File: src/hdl/lsm_regs.svh
/*
 Register offsets, field positions, reset values and timing counts of the
 low-speed management block. Assumes byte addressing on the APB side.
*/
`ifndef LSM_REGS_SVH
`define LSM_REGS_SVH

// APB register byte offsets
`define LSM_STATUS_OFS 8'h00
`define LSM_INT_STS_OFS 8'h04
`define LSM_INT_MASK_OFS 8'h08
`define LSM_MON_OFS 8'h0C

// Event bits of status and mask registers
`define LSM_EV_RESET_DONE 0
`define LSM_EV_LOS_RISE 1
`define LSM_EV_HOST_WRITE 2
`define LSM_INT_MASK_RST 3'h0

// 2-wire memory map byte addresses
`define LSM_TW_STATUS 8'h00
`define LSM_TW_LOS 8'h01
`define LSM_TW_CTRL 8'h02
`define LSM_TW_MON0 8'h03
`define LSM_TW_MON1 8'h04
`define LSM_TW_MON2 8'h05
`define LSM_TW_MON3 8'h06

// Defaults of module parameters and the lane count
`define LSM_RESET_MIN_CYC 16
`define LSM_TW_DEV_ADDR 7'h50
`define LSM_LANES 4

`endif

File: src/hdl/lsm_pkg.sv
/*
 Types of the low-speed management block: state encodings and the packed
 state record. Assumes lsm_regs.svh for the lane count.
*/
`include "lsm_regs.svh"

package lsm_pkg;

   typedef enum logic [1:0] {
      LSM_RS_INIT = 2'b00,
      LSM_RS_RUN = 2'b01,
      LSM_RS_HOLD = 2'b10
   } lsm_rs_type;

   typedef enum logic [1:0] {
      LSM_TW_IDLE = 2'b00,
      LSM_TW_ADDR = 2'b01,
      LSM_TW_WRITE = 2'b10,
      LSM_TW_READ = 2'b11
   } lsm_tw_type;

   typedef struct packed {
      logic [2:0] scl_sy;
      logic [2:0] sda_sy;
      logic [1:0] sel_sy;
      logic [1:0] rst_sy;
      logic [1:0] lp_sy;
      logic [1:0] txd_sy;
      logic [`LSM_LANES-1:0] los1;
      logic [`LSM_LANES-1:0] los2;
      logic [`LSM_LANES-1:0] los_prev;
      lsm_rs_type rs_state;
      logic [15:0] rst_cnt;
      logic not_ready;
      logic host_int;
      logic soft_txd;
      lsm_tw_type tw_phase;
      logic [3:0] tw_cnt;
      logic [7:0] tw_sh;
      logic tw_rw;
      logic tw_first;
      logic [7:0] tw_ptr;
      logic sda_oe;
      logic sda_o;
      logic [31:0] mon;
      logic [2:0] int_sts;
      logic [2:0] int_mask;
      logic irq;
      logic tx_off;
      logic rx_loss;
      logic power_limit;
      logic int_n;
      logic prs_n;
      logic pready;
      logic pslverr;
      logic [31:0] prdata;
   } lsm_state_type;

endpackage : lsm_pkg

File: src/hdl/lsm_mgmt.sv
/*
 Low-speed management logic of a pluggable four-lane transceiver: 2-wire
 target gated by module select, reset filter and completion interrupt,
 transmit disable, loss-of-signal alarm and monitor readout. Assumes all
 host pins are asynchronous to pclk and an APB master on pclk.
*/
// How it works
// The 2-wire target only answers while module_select_n is low and goes idle otherwise.
// The host gives every module its own select line and selects one at a time.
// A module_reset_n low pulse longer than the minimum returns all settings to default; the code resets soft_txd, tw_ptr and flags, not int_mask or mon.
// The host ignores status bits while a reset runs until completion is signalled.
// Reset completion clears not-ready and drives interrupt_n low.
// After power-up the completion interrupt is posted with no reset pulse.
// low_power_select sets power_limit, which caps the module's power draw.
// presence_n is driven low for as long as the module is powered.
// The transmitter is off when the disable pin or the 2-wire control bit is set.
// receive_signal_loss is high while any of the four lanes is below threshold.
// Lane monitor values written by firmware are readable over the 2-wire bus.
// The host reaches the memory map through serial clock and data as bus target.
// Reset pulses shorter than RESET_MIN_CYC clock cycles are ignored as glitches.
`timescale 1ns/1ns
`include "lsm_regs.svh"

module lsm_mgmt #(
   parameter int RESET_MIN_CYC = `LSM_RESET_MIN_CYC,
   parameter logic [6:0] TW_DEV_ADDR = `LSM_TW_DEV_ADDR
) (
   // Clock and reset
   input wire logic pclk,
   input wire logic presetn,
   // APB slave
   input wire logic [7:0] paddr,
   input wire logic psel,
   input wire logic penable,
   input wire logic pwrite,
   input wire logic [31:0] pwdata,
   output logic [31:0] prdata,
   output logic pready,
   output logic pslverr,
   output logic irq,
   // Host management pins
   input wire logic module_select_n,
   input wire logic module_reset_n,
   input wire logic low_power_select,
   input wire logic scl,
   input wire logic sda_in,
   output logic sda_out,
   output logic sda_oe,
   output logic interrupt_n,
   output logic presence_n,
   // Optical side
   input wire logic transmit_disable,
   input wire logic [`LSM_LANES-1:0] lane_signal_low,
   output logic tx_off,
   output logic receive_signal_loss,
   output logic power_limit
);
   import lsm_pkg::*;

   if (RESET_MIN_CYC < 2 || RESET_MIN_CYC > 65535) begin : g_bad_min
      $error("RESET_MIN_CYC out of range");
   end

   localparam logic [15:0] RST_LAST = 16'(RESET_MIN_CYC - 1);

   lsm_state_type r_reg;
   lsm_state_type r_next;

   // Byte of the 2-wire memory map at address a
   function automatic logic [7:0] mem_byte(input logic [7:0] a, input lsm_state_type s);
      logic [7:0] b;
      b = 8'h00;
      case (a)
         `LSM_TW_STATUS: b = {6'h00, s.host_int, s.not_ready};
         `LSM_TW_LOS: b = {4'h0, s.los2};
         `LSM_TW_CTRL: b = {7'h00, s.soft_txd};
         `LSM_TW_MON0: b = s.mon[7:0];
         `LSM_TW_MON1: b = s.mon[15:8];
         `LSM_TW_MON2: b = s.mon[23:16];
         `LSM_TW_MON3: b = s.mon[31:24];
         default: b = 8'h00;
      endcase
      return b;
   endfunction : mem_byte

   // APB offset decode, shared by read and write
   function automatic logic apb_hit(input logic [7:0] a);
      return a == `LSM_STATUS_OFS || a == `LSM_INT_STS_OFS ||
         a == `LSM_INT_MASK_OFS || a == `LSM_MON_OFS;
   endfunction : apb_hit

   always_comb begin
      logic selected;
      logic scl_rise;
      logic scl_fall;
      logic sda_bit;
      logic start_c;
      logic stop_c;
      logic apb_acc;
      logic [2:0] evt;
      logic [2:0] clr;
      logic [7:0] b;
      logic [7:0] nptr;
      selected = 1'b0;
      scl_rise = 1'b0;
      scl_fall = 1'b0;
      sda_bit = 1'b0;
      start_c = 1'b0;
      stop_c = 1'b0;
      apb_acc = 1'b0;
      evt = 3'h0;
      clr = 3'h0;
      b = 8'h00;
      nptr = 8'h00;
      r_next = r_reg;

      // Synchronisers; only the second stage and the delayed copy are used
      r_next.scl_sy = {r_reg.scl_sy[1:0], scl};
      r_next.sda_sy = {r_reg.sda_sy[1:0], sda_in};
      r_next.sel_sy = {r_reg.sel_sy[0], module_select_n};
      r_next.rst_sy = {r_reg.rst_sy[0], module_reset_n};
      r_next.lp_sy = {r_reg.lp_sy[0], low_power_select};
      r_next.txd_sy = {r_reg.txd_sy[0], transmit_disable};
      r_next.los1 = lane_signal_low;
      r_next.los2 = r_reg.los1;
      r_next.los_prev = r_reg.los2;

      selected = ~r_reg.sel_sy[1];
      scl_rise = r_reg.scl_sy[1] & ~r_reg.scl_sy[2];
      scl_fall = ~r_reg.scl_sy[1] & r_reg.scl_sy[2];
      sda_bit = r_reg.sda_sy[1];
      start_c = r_reg.scl_sy[1] & r_reg.scl_sy[2] & ~r_reg.sda_sy[1] & r_reg.sda_sy[2];
      stop_c = r_reg.scl_sy[1] & r_reg.scl_sy[2] & r_reg.sda_sy[1] & ~r_reg.sda_sy[2];

      // 2-wire target; scl sampled at 4 ns keeps up with the 64 ns bit period of the host model
      if (!selected || stop_c || r_reg.rs_state == LSM_RS_HOLD) begin
         r_next.tw_phase = LSM_TW_IDLE;
         r_next.sda_oe = 1'b0;
      end else if (start_c) begin
         r_next.tw_phase = LSM_TW_ADDR;
         r_next.tw_cnt = 4'h0;
         r_next.tw_first = 1'b1;
         r_next.sda_oe = 1'b0;
      end else if (r_reg.tw_phase != LSM_TW_IDLE) begin
         if (scl_rise) begin
            if (r_reg.tw_cnt < 4'h8) begin
               if (r_reg.tw_phase == LSM_TW_READ) begin
                  r_next.tw_sh = {r_reg.tw_sh[6:0], 1'b0};
               end else begin
                  r_next.tw_sh = {r_reg.tw_sh[6:0], sda_bit};
               end
               r_next.tw_cnt = r_reg.tw_cnt + 4'h1;
            end else if (r_reg.tw_phase == LSM_TW_READ) begin
               // Master ack low asks for the next byte, high ends the read
               if (sda_bit) begin
                  r_next.tw_phase = LSM_TW_IDLE;
               end else begin
                  nptr = r_reg.tw_ptr + 8'h01;
                  r_next.tw_ptr = nptr;
                  r_next.tw_sh = mem_byte(nptr, r_reg);
                  r_next.tw_cnt = 4'h0;
                  if (nptr == `LSM_TW_STATUS) begin
                     r_next.host_int = 1'b0;
                  end
               end
            end
         end else if (scl_fall) begin
            case (r_reg.tw_cnt)
               4'h8: begin
                  if (r_reg.tw_phase == LSM_TW_READ) begin
                     r_next.sda_oe = 1'b0;
                  end else if (r_reg.tw_phase == LSM_TW_ADDR) begin
                     if (r_reg.tw_sh[7:1] == TW_DEV_ADDR) begin
                        r_next.sda_oe = 1'b1;
                        r_next.tw_rw = r_reg.tw_sh[0];
                        r_next.tw_cnt = 4'h9;
                     end else begin
                        r_next.tw_phase = LSM_TW_IDLE;
                     end
                  end else begin
                     if (r_reg.tw_first) begin
                        r_next.tw_ptr = r_reg.tw_sh;
                        r_next.tw_first = 1'b0;
                     end else begin
                        if (r_reg.tw_ptr == `LSM_TW_CTRL) begin
                           r_next.soft_txd = r_reg.tw_sh[0];
                        end
                        r_next.tw_ptr = r_reg.tw_ptr + 8'h01;
                        evt[`LSM_EV_HOST_WRITE] = 1'b1;
                     end
                     r_next.sda_oe = 1'b1;
                     r_next.tw_cnt = 4'h9;
                  end
               end
               4'h9: begin
                  r_next.tw_cnt = 4'h0;
                  if (r_reg.tw_phase == LSM_TW_ADDR && r_reg.tw_rw) begin
                     b = mem_byte(r_reg.tw_ptr, r_reg);
                     r_next.tw_phase = LSM_TW_READ;
                     r_next.tw_sh = b;
                     r_next.sda_oe = ~b[7];
                     if (r_reg.tw_ptr == `LSM_TW_STATUS) begin
                        r_next.host_int = 1'b0;
                     end
                  end else begin
                     r_next.tw_phase = LSM_TW_WRITE;
                     r_next.sda_oe = 1'b0;
                  end
               end
               default: begin
                  if (r_reg.tw_phase == LSM_TW_READ) begin
                     r_next.sda_oe = ~r_reg.tw_sh[7];
                  end
               end
            endcase
         end
      end

      // Reset sequencer; the power-on state is INIT, so completion posts alone
      case (r_reg.rs_state)
         LSM_RS_HOLD: begin
            if (r_reg.rst_sy[1]) begin
               r_next.rs_state = LSM_RS_INIT;
            end
         end
         LSM_RS_INIT: begin
            r_next.not_ready = 1'b0;
            r_next.host_int = 1'b1;
            evt[`LSM_EV_RESET_DONE] = 1'b1;
            r_next.rs_state = LSM_RS_RUN;
         end
         LSM_RS_RUN: begin
            r_next.rs_state = LSM_RS_RUN;
         end
         default: begin
            r_next.rs_state = LSM_RS_INIT;
         end
      endcase

      // Low-time filter on module_reset_n
      if (r_reg.rst_sy[1]) begin
         r_next.rst_cnt = 16'h0000;
      end else if (r_reg.rst_cnt != RST_LAST + 16'h0001) begin
         r_next.rst_cnt = r_reg.rst_cnt + 16'h0001;
      end
      if (!r_reg.rst_sy[1] && r_reg.rst_cnt == RST_LAST) begin
         r_next.rs_state = LSM_RS_HOLD;
         r_next.not_ready = 1'b1;
         r_next.host_int = 1'b0;
         r_next.soft_txd = 1'b0;
         r_next.tw_ptr = 8'h00;
      end

      // Pin-facing levels
      r_next.tx_off = r_reg.txd_sy[1] | r_reg.soft_txd;
      r_next.rx_loss = |r_reg.los2;
      if (|(r_reg.los2 & ~r_reg.los_prev)) begin
         evt[`LSM_EV_LOS_RISE] = 1'b1;
      end
      r_next.power_limit = r_reg.lp_sy[1];
      r_next.int_n = ~r_reg.host_int;
      r_next.prs_n = 1'b0;
      r_next.sda_o = 1'b0;

      // APB: one wait-free access phase, data prepared during setup
      r_next.pready = psel & ~penable;
      apb_acc = psel & penable & r_reg.pready;
      if (psel && !penable) begin
         r_next.pslverr = ~apb_hit(paddr);
         case (paddr)
            `LSM_STATUS_OFS: r_next.prdata = {20'h00000, r_reg.los2, 2'h0, r_reg.power_limit,
               r_reg.tx_off, r_reg.soft_txd, r_reg.host_int, r_reg.not_ready, selected};
            `LSM_INT_STS_OFS: r_next.prdata = {29'h00000000, r_reg.int_sts};
            `LSM_INT_MASK_OFS: r_next.prdata = {29'h00000000, r_reg.int_mask};
            `LSM_MON_OFS: r_next.prdata = r_reg.mon;
            default: r_next.prdata = 32'h00000000;
         endcase
      end else if (apb_acc) begin
         r_next.pslverr = 1'b0;
      end
      if (apb_acc && pwrite) begin
         case (paddr)
            `LSM_INT_STS_OFS: clr = pwdata[2:0];
            `LSM_INT_MASK_OFS: r_next.int_mask = pwdata[2:0];
            `LSM_MON_OFS: r_next.mon = pwdata;
            default: clr = 3'h0;
         endcase
      end
      // A new event wins over a clear in the same cycle
      r_next.int_sts = (r_reg.int_sts & ~clr) | evt;
      r_next.irq = |(r_next.int_sts & r_next.int_mask);
   end

   always_ff @(posedge pclk or negedge presetn) begin
      if (!presetn) begin
         r_reg <= '0;
         r_reg.scl_sy <= 3'h7;
         r_reg.sda_sy <= 3'h7;
         r_reg.sel_sy <= 2'h3;
         r_reg.rst_sy <= 2'h3;
         r_reg.rs_state <= LSM_RS_INIT;
         r_reg.not_ready <= 1'b1;
         r_reg.int_mask <= `LSM_INT_MASK_RST;
         r_reg.int_n <= 1'b1;
      end else begin
         r_reg <= r_next;
      end
   end

   assign prdata = r_reg.prdata;
   assign pready = r_reg.pready;
   assign pslverr = r_reg.pslverr;
   assign irq = r_reg.irq;
   assign sda_out = r_reg.sda_o;
   assign sda_oe = r_reg.sda_oe;
   assign interrupt_n = r_reg.int_n;
   assign presence_n = r_reg.prs_n;
   assign tx_off = r_reg.tx_off;
   assign receive_signal_loss = r_reg.rx_loss;
   assign power_limit = r_reg.power_limit;

endmodule : lsm_mgmt

File: config.mk
export PLATFORM = sky130hd
export DESIGN_NAME = lsm_mgmt
export DESIGN_NICKNAME = d
export VERILOG_FILES = /design/src/hdl/lsm_pkg.sv /design/src/hdl/lsm_mgmt.sv
export VERILOG_INCLUDE_DIRS = /design/src /design/src/hdl
export SDC_FILE = /design/constraint.sdc
export NUM_CORES = 1
export LEC_CHECK = 0
export BUFFER_PORTS_ARGS = -buffer_cell sky130_fd_sc_hd__buf_2
export CAP_MARGIN = 20
export CELL_PAD_IN_SITES_DETAIL_PLACEMENT = 0
export CELL_PAD_IN_SITES_GLOBAL_PLACEMENT = 2
export CORE_MARGIN = 2
export CORE_UTILIZATION = 35
export CTS_CLUSTER_DIAMETER = 100
export CTS_CLUSTER_SIZE = 16
export DETAILED_ROUTE_END_ITERATION = 12
export PLACE_DENSITY = 0.87
export SETUP_SLACK_MARGIN = 0.2
export SLEW_MARGIN = 25
export SYNTH_ARGS = -nofsm -noshare
export SYNTH_HDL_FRONTEND = slang
export SYNTH_SLANG_ARGS = --single-unit
export TNS_END_PERCENT = 20
File: constraint.sdc
create_clock -name pclk -period 2.15 [get_ports pclk]
set_input_delay 0.43 -clock pclk [delete_from_list [all_inputs] [get_ports pclk]]
set_output_delay 0.43 -clock pclk [all_outputs]
set_load 0.02 [all_outputs]
==> results by group <==
Floorplan
  • DIE HEIGHT: roughly 150 microns
  • Std cell rows: 54
  • Die W: about 150 microns
  • Starting Density: 0.359
  • Ports: 97
  • Core Footprint: approximately 22000 sq um
  • Die ar.: 23700 sq um

Detailed routing
  • WL final: approximately 21 mm
  • Post-route DRC violation count: 0
  • Wire per inst: ~18 microns
  • Drt pass-1 iters: 5
  • Final antenna-violating net count: 0
  • Via-to-Cell Ratio: 5.45
  • 1st-iter DRT viols: 496
  • Vias: 6192

Synthesis
  • Register area share after synthesis: 0.475
  • Predominant post-synthesis flop cell: dfrtp_1
  • Area share of and/or/nand/nor cells after synthesis: 0.143
  • Syn_area_per_cell: 11.0 sq um
  • Post-synth EDFFs: 0
  • Main area contributors after synthesis: dfrtp_1, dfstp_2, mux2_4
  • Post-synthesis adder-cell area fraction: 0.0206
  • Post-synth ARST share: 1.00
  • Post-Synthesis Cells: 718
  • Compound-cell area share of the yosys netlist: 0.191
  • Post-Syn Area: 7890 sq um
  • Synth Register Bits: approximately 150
  • Post-synthesis xor/xnor area fraction: 0.0144
  • Post-synthesis cell type count: 89
  • Area leader, netlist: dfrtp_1
  • Synth warnings: 0
  • Proportion of synthesized area in mux cells: 0.0851
  • Largest family of logic cells by synthesized area: compound AO/OA/AOI/OAI gates
  • Synth top area share: 0.435

Timing
  • Final hold slack: 0.101 ns
  • Setup Skew: 0.00939 ns
  • Final hold vios: 0
  • Post-Route Setup TNS: 0 ns
  • Final period util: 0.989
  • Tmin final: 2.13 ns
  • Final Max Slew Viols: 0
  • Relative slew slack: 0.645
  • Final Setup Violations: 0
  • Unrepaired setup endpoints after global routing: true
  • Peak Freq: 470 MHz
  • Slew @ Worst Pin: 0.527 ns

Power
  • Pwr dens: 659 nW/um^2
  • VDD IR max: 583 uV
  • Leak: 4.59 nW

Clock network
  • TritonCTS Buffers: 17
  • Clk_lat worst skew: 0.43 ns
  • Clock transition at path regs: 0.06 ns
  • Root Buffer: clkbuf_16
  • Clock tree buffer depth: 2
  • CTS tree: done
  • H-tree levels: 4
  • Clock sink total: roughly 150

Layout
  • Largest register FFs: slightly above 90
  • Nets@finish: 912
  • Share of cells above drive strength 1: 0.384
  • Layout area overhead: 26.8%
  • Ant. Diodes: 0

Place
  • Hpwl dp: 15.1 mm
  • GP Congestion: 0.868
  • PortBufs: between 90 and 100

Setup path
  • Crit start category: flop
  • Crit Path Category: flop to flop
  • CP Capture Type: flop
  • Reg2Reg Depth: 8
  • Worst EP required: 2.45 ns
  • Critical path fanouts, max: 8
  • CP Data Arrival Time: 2.43 ns

GRT
  • GRT Total Usage: 0.176
  • Vias in the first global route: 5912
  • GRT Residual Overflow: 0
  • Largest net degree at the start of global routing: 61
  • First-pass GRT wire length: 32.7 mm
  • Initial antenna violation count: 0

Worst hold path
  • Number of cells on the worst hold path: 1
  • Hold WC Path Type: input pin to flop

Job
  • Max Cap Violations: 0

Run status
  • Status: finished, final reports clean
## path summary, 6_finish.rpt
path | slack [ns] | from | endpoint
worst max-delay path | 0.02 | r_reg[81] | r_reg[91]
worst min-delay path | 0.10 | sda_in | r_next[146]
worst max register to register | 0.02 | r_reg[81] | r_reg[91]
worst min register to register | 0.34 | r_next[140] | r_next[36]
max in group asynchronous | 0.99 | presetn | r_next[144]
min in group asynchronous | 0.49 | presetn | r_reg[50]
## routing by layer
metal	up-vias	wire, microns	share of wire	global-route usage
met3	29	1150	0.056	0.0378
li1	2936	-	-	-
met1	3036	9710	0.47	0.248
met4	0	469	0.023	0.0676
met2	191	9450	0.45	0.265
met5	-	0	0	0
## cell families after synthesis
kind of cell | Yosys count
xor gates and xnor gates | 13
AOI/OAI and AO/OA | 191
muxes | 51
and+or+nand+nor | 199
buffers and inverters | 101
DFF | 149
adders and majority gates | 13
other | 1
## per-stage QoR
step	instances	setup slack, ns	utilization	area (sq um)	power, mW
floorplan	719	0.0425	-	7950	3.21
global placement	1094	0.00142	0.406	8920	3.48
detailed placement	1094	-0.00482	0.406	8920	3.49
CTS	1133	0.0931	0.443	9720	6.65
global route	1137	-0.0173	0.455	10000	6.83
finish	1137	0.0237	0.455	10000	6.59
## placed cells by master, fill, tap and decap left out, drive strengths merged, types with 6 or more instances in the layout
master and n:
a21boi 6, a21oi 27, a221oi 10, a222oi 17, a22o 28, a22oi 13, and3 6, buf 175
clkbuf 19, dfrtp 137, dfstp 12, ha 13, inv 33, mux2 38, mux2i 10, nand2 42
nand2b 12, nand3 15, nand4 12, nor2 38, nor2b 7, nor3 16, nor4 7, o2111ai 8
o21ai 23, o22ai 7, o31ai 7, or3 9, or4 7, xor2 9
## layout make-up
type	count	area (sq um)
Clock buffer	19	443
Tap cell	280	350
Inverter	30	113
Multi-Input combinational cell	470	4010
Sequential cell	149	3740
Fill cell	2049	12000
Timing Repair Buffer	176	1170
Clock inverter	13	173
## synth_stat cells, drive strengths merged (15+ instances only)
cell / instances
nor2: 38
a21oi: 27
buf: 48
o21ai: 23
inv: 29
clkbuf: 23
dfrtp: 137
mux2: 38
a222oi: 17
nand3: 15
nor3: 16
a22o: 28
nand2: 42
## where the power goes
| group | total, mW | switching [mW] | internal [mW] | leakage [nW] |
|---|---|---|---|---|
| Combinational | 0.523 | 0.297 | 0.226 | 2.34 |
| Sequential | 2.95 | 0.0714 | 2.88 | 1.96 |
| Clock | 3.12 | 1.24 | 1.88 | 0.292 |
| Total | 6.59 | 1.61 | 4.98 | 4.59 |
## critical path, cell delays in order, from the launching register on
cell      delay (ns)
dfrtp_1         0.40
buf_4           0.15
inv_2           0.06
ha_4            0.17
buf_6           0.13
a222oi_1        0.45
mux2i_1         0.20
a221oi_1        0.34
a21oi_2         0.09
## timing repair
item | in CTS | in global routing
buffers inserted | 4 | 4
pin swaps | 17 | 35
gates resized for setup | 26 | 52
hold buffers | 1 | 0
hold endpoints to repair | 36 | 0
setup endpoints to repair | 24 | 32
gates cloned | 2 | 0
Note: power is estimated with default switching activity, not from simulation.
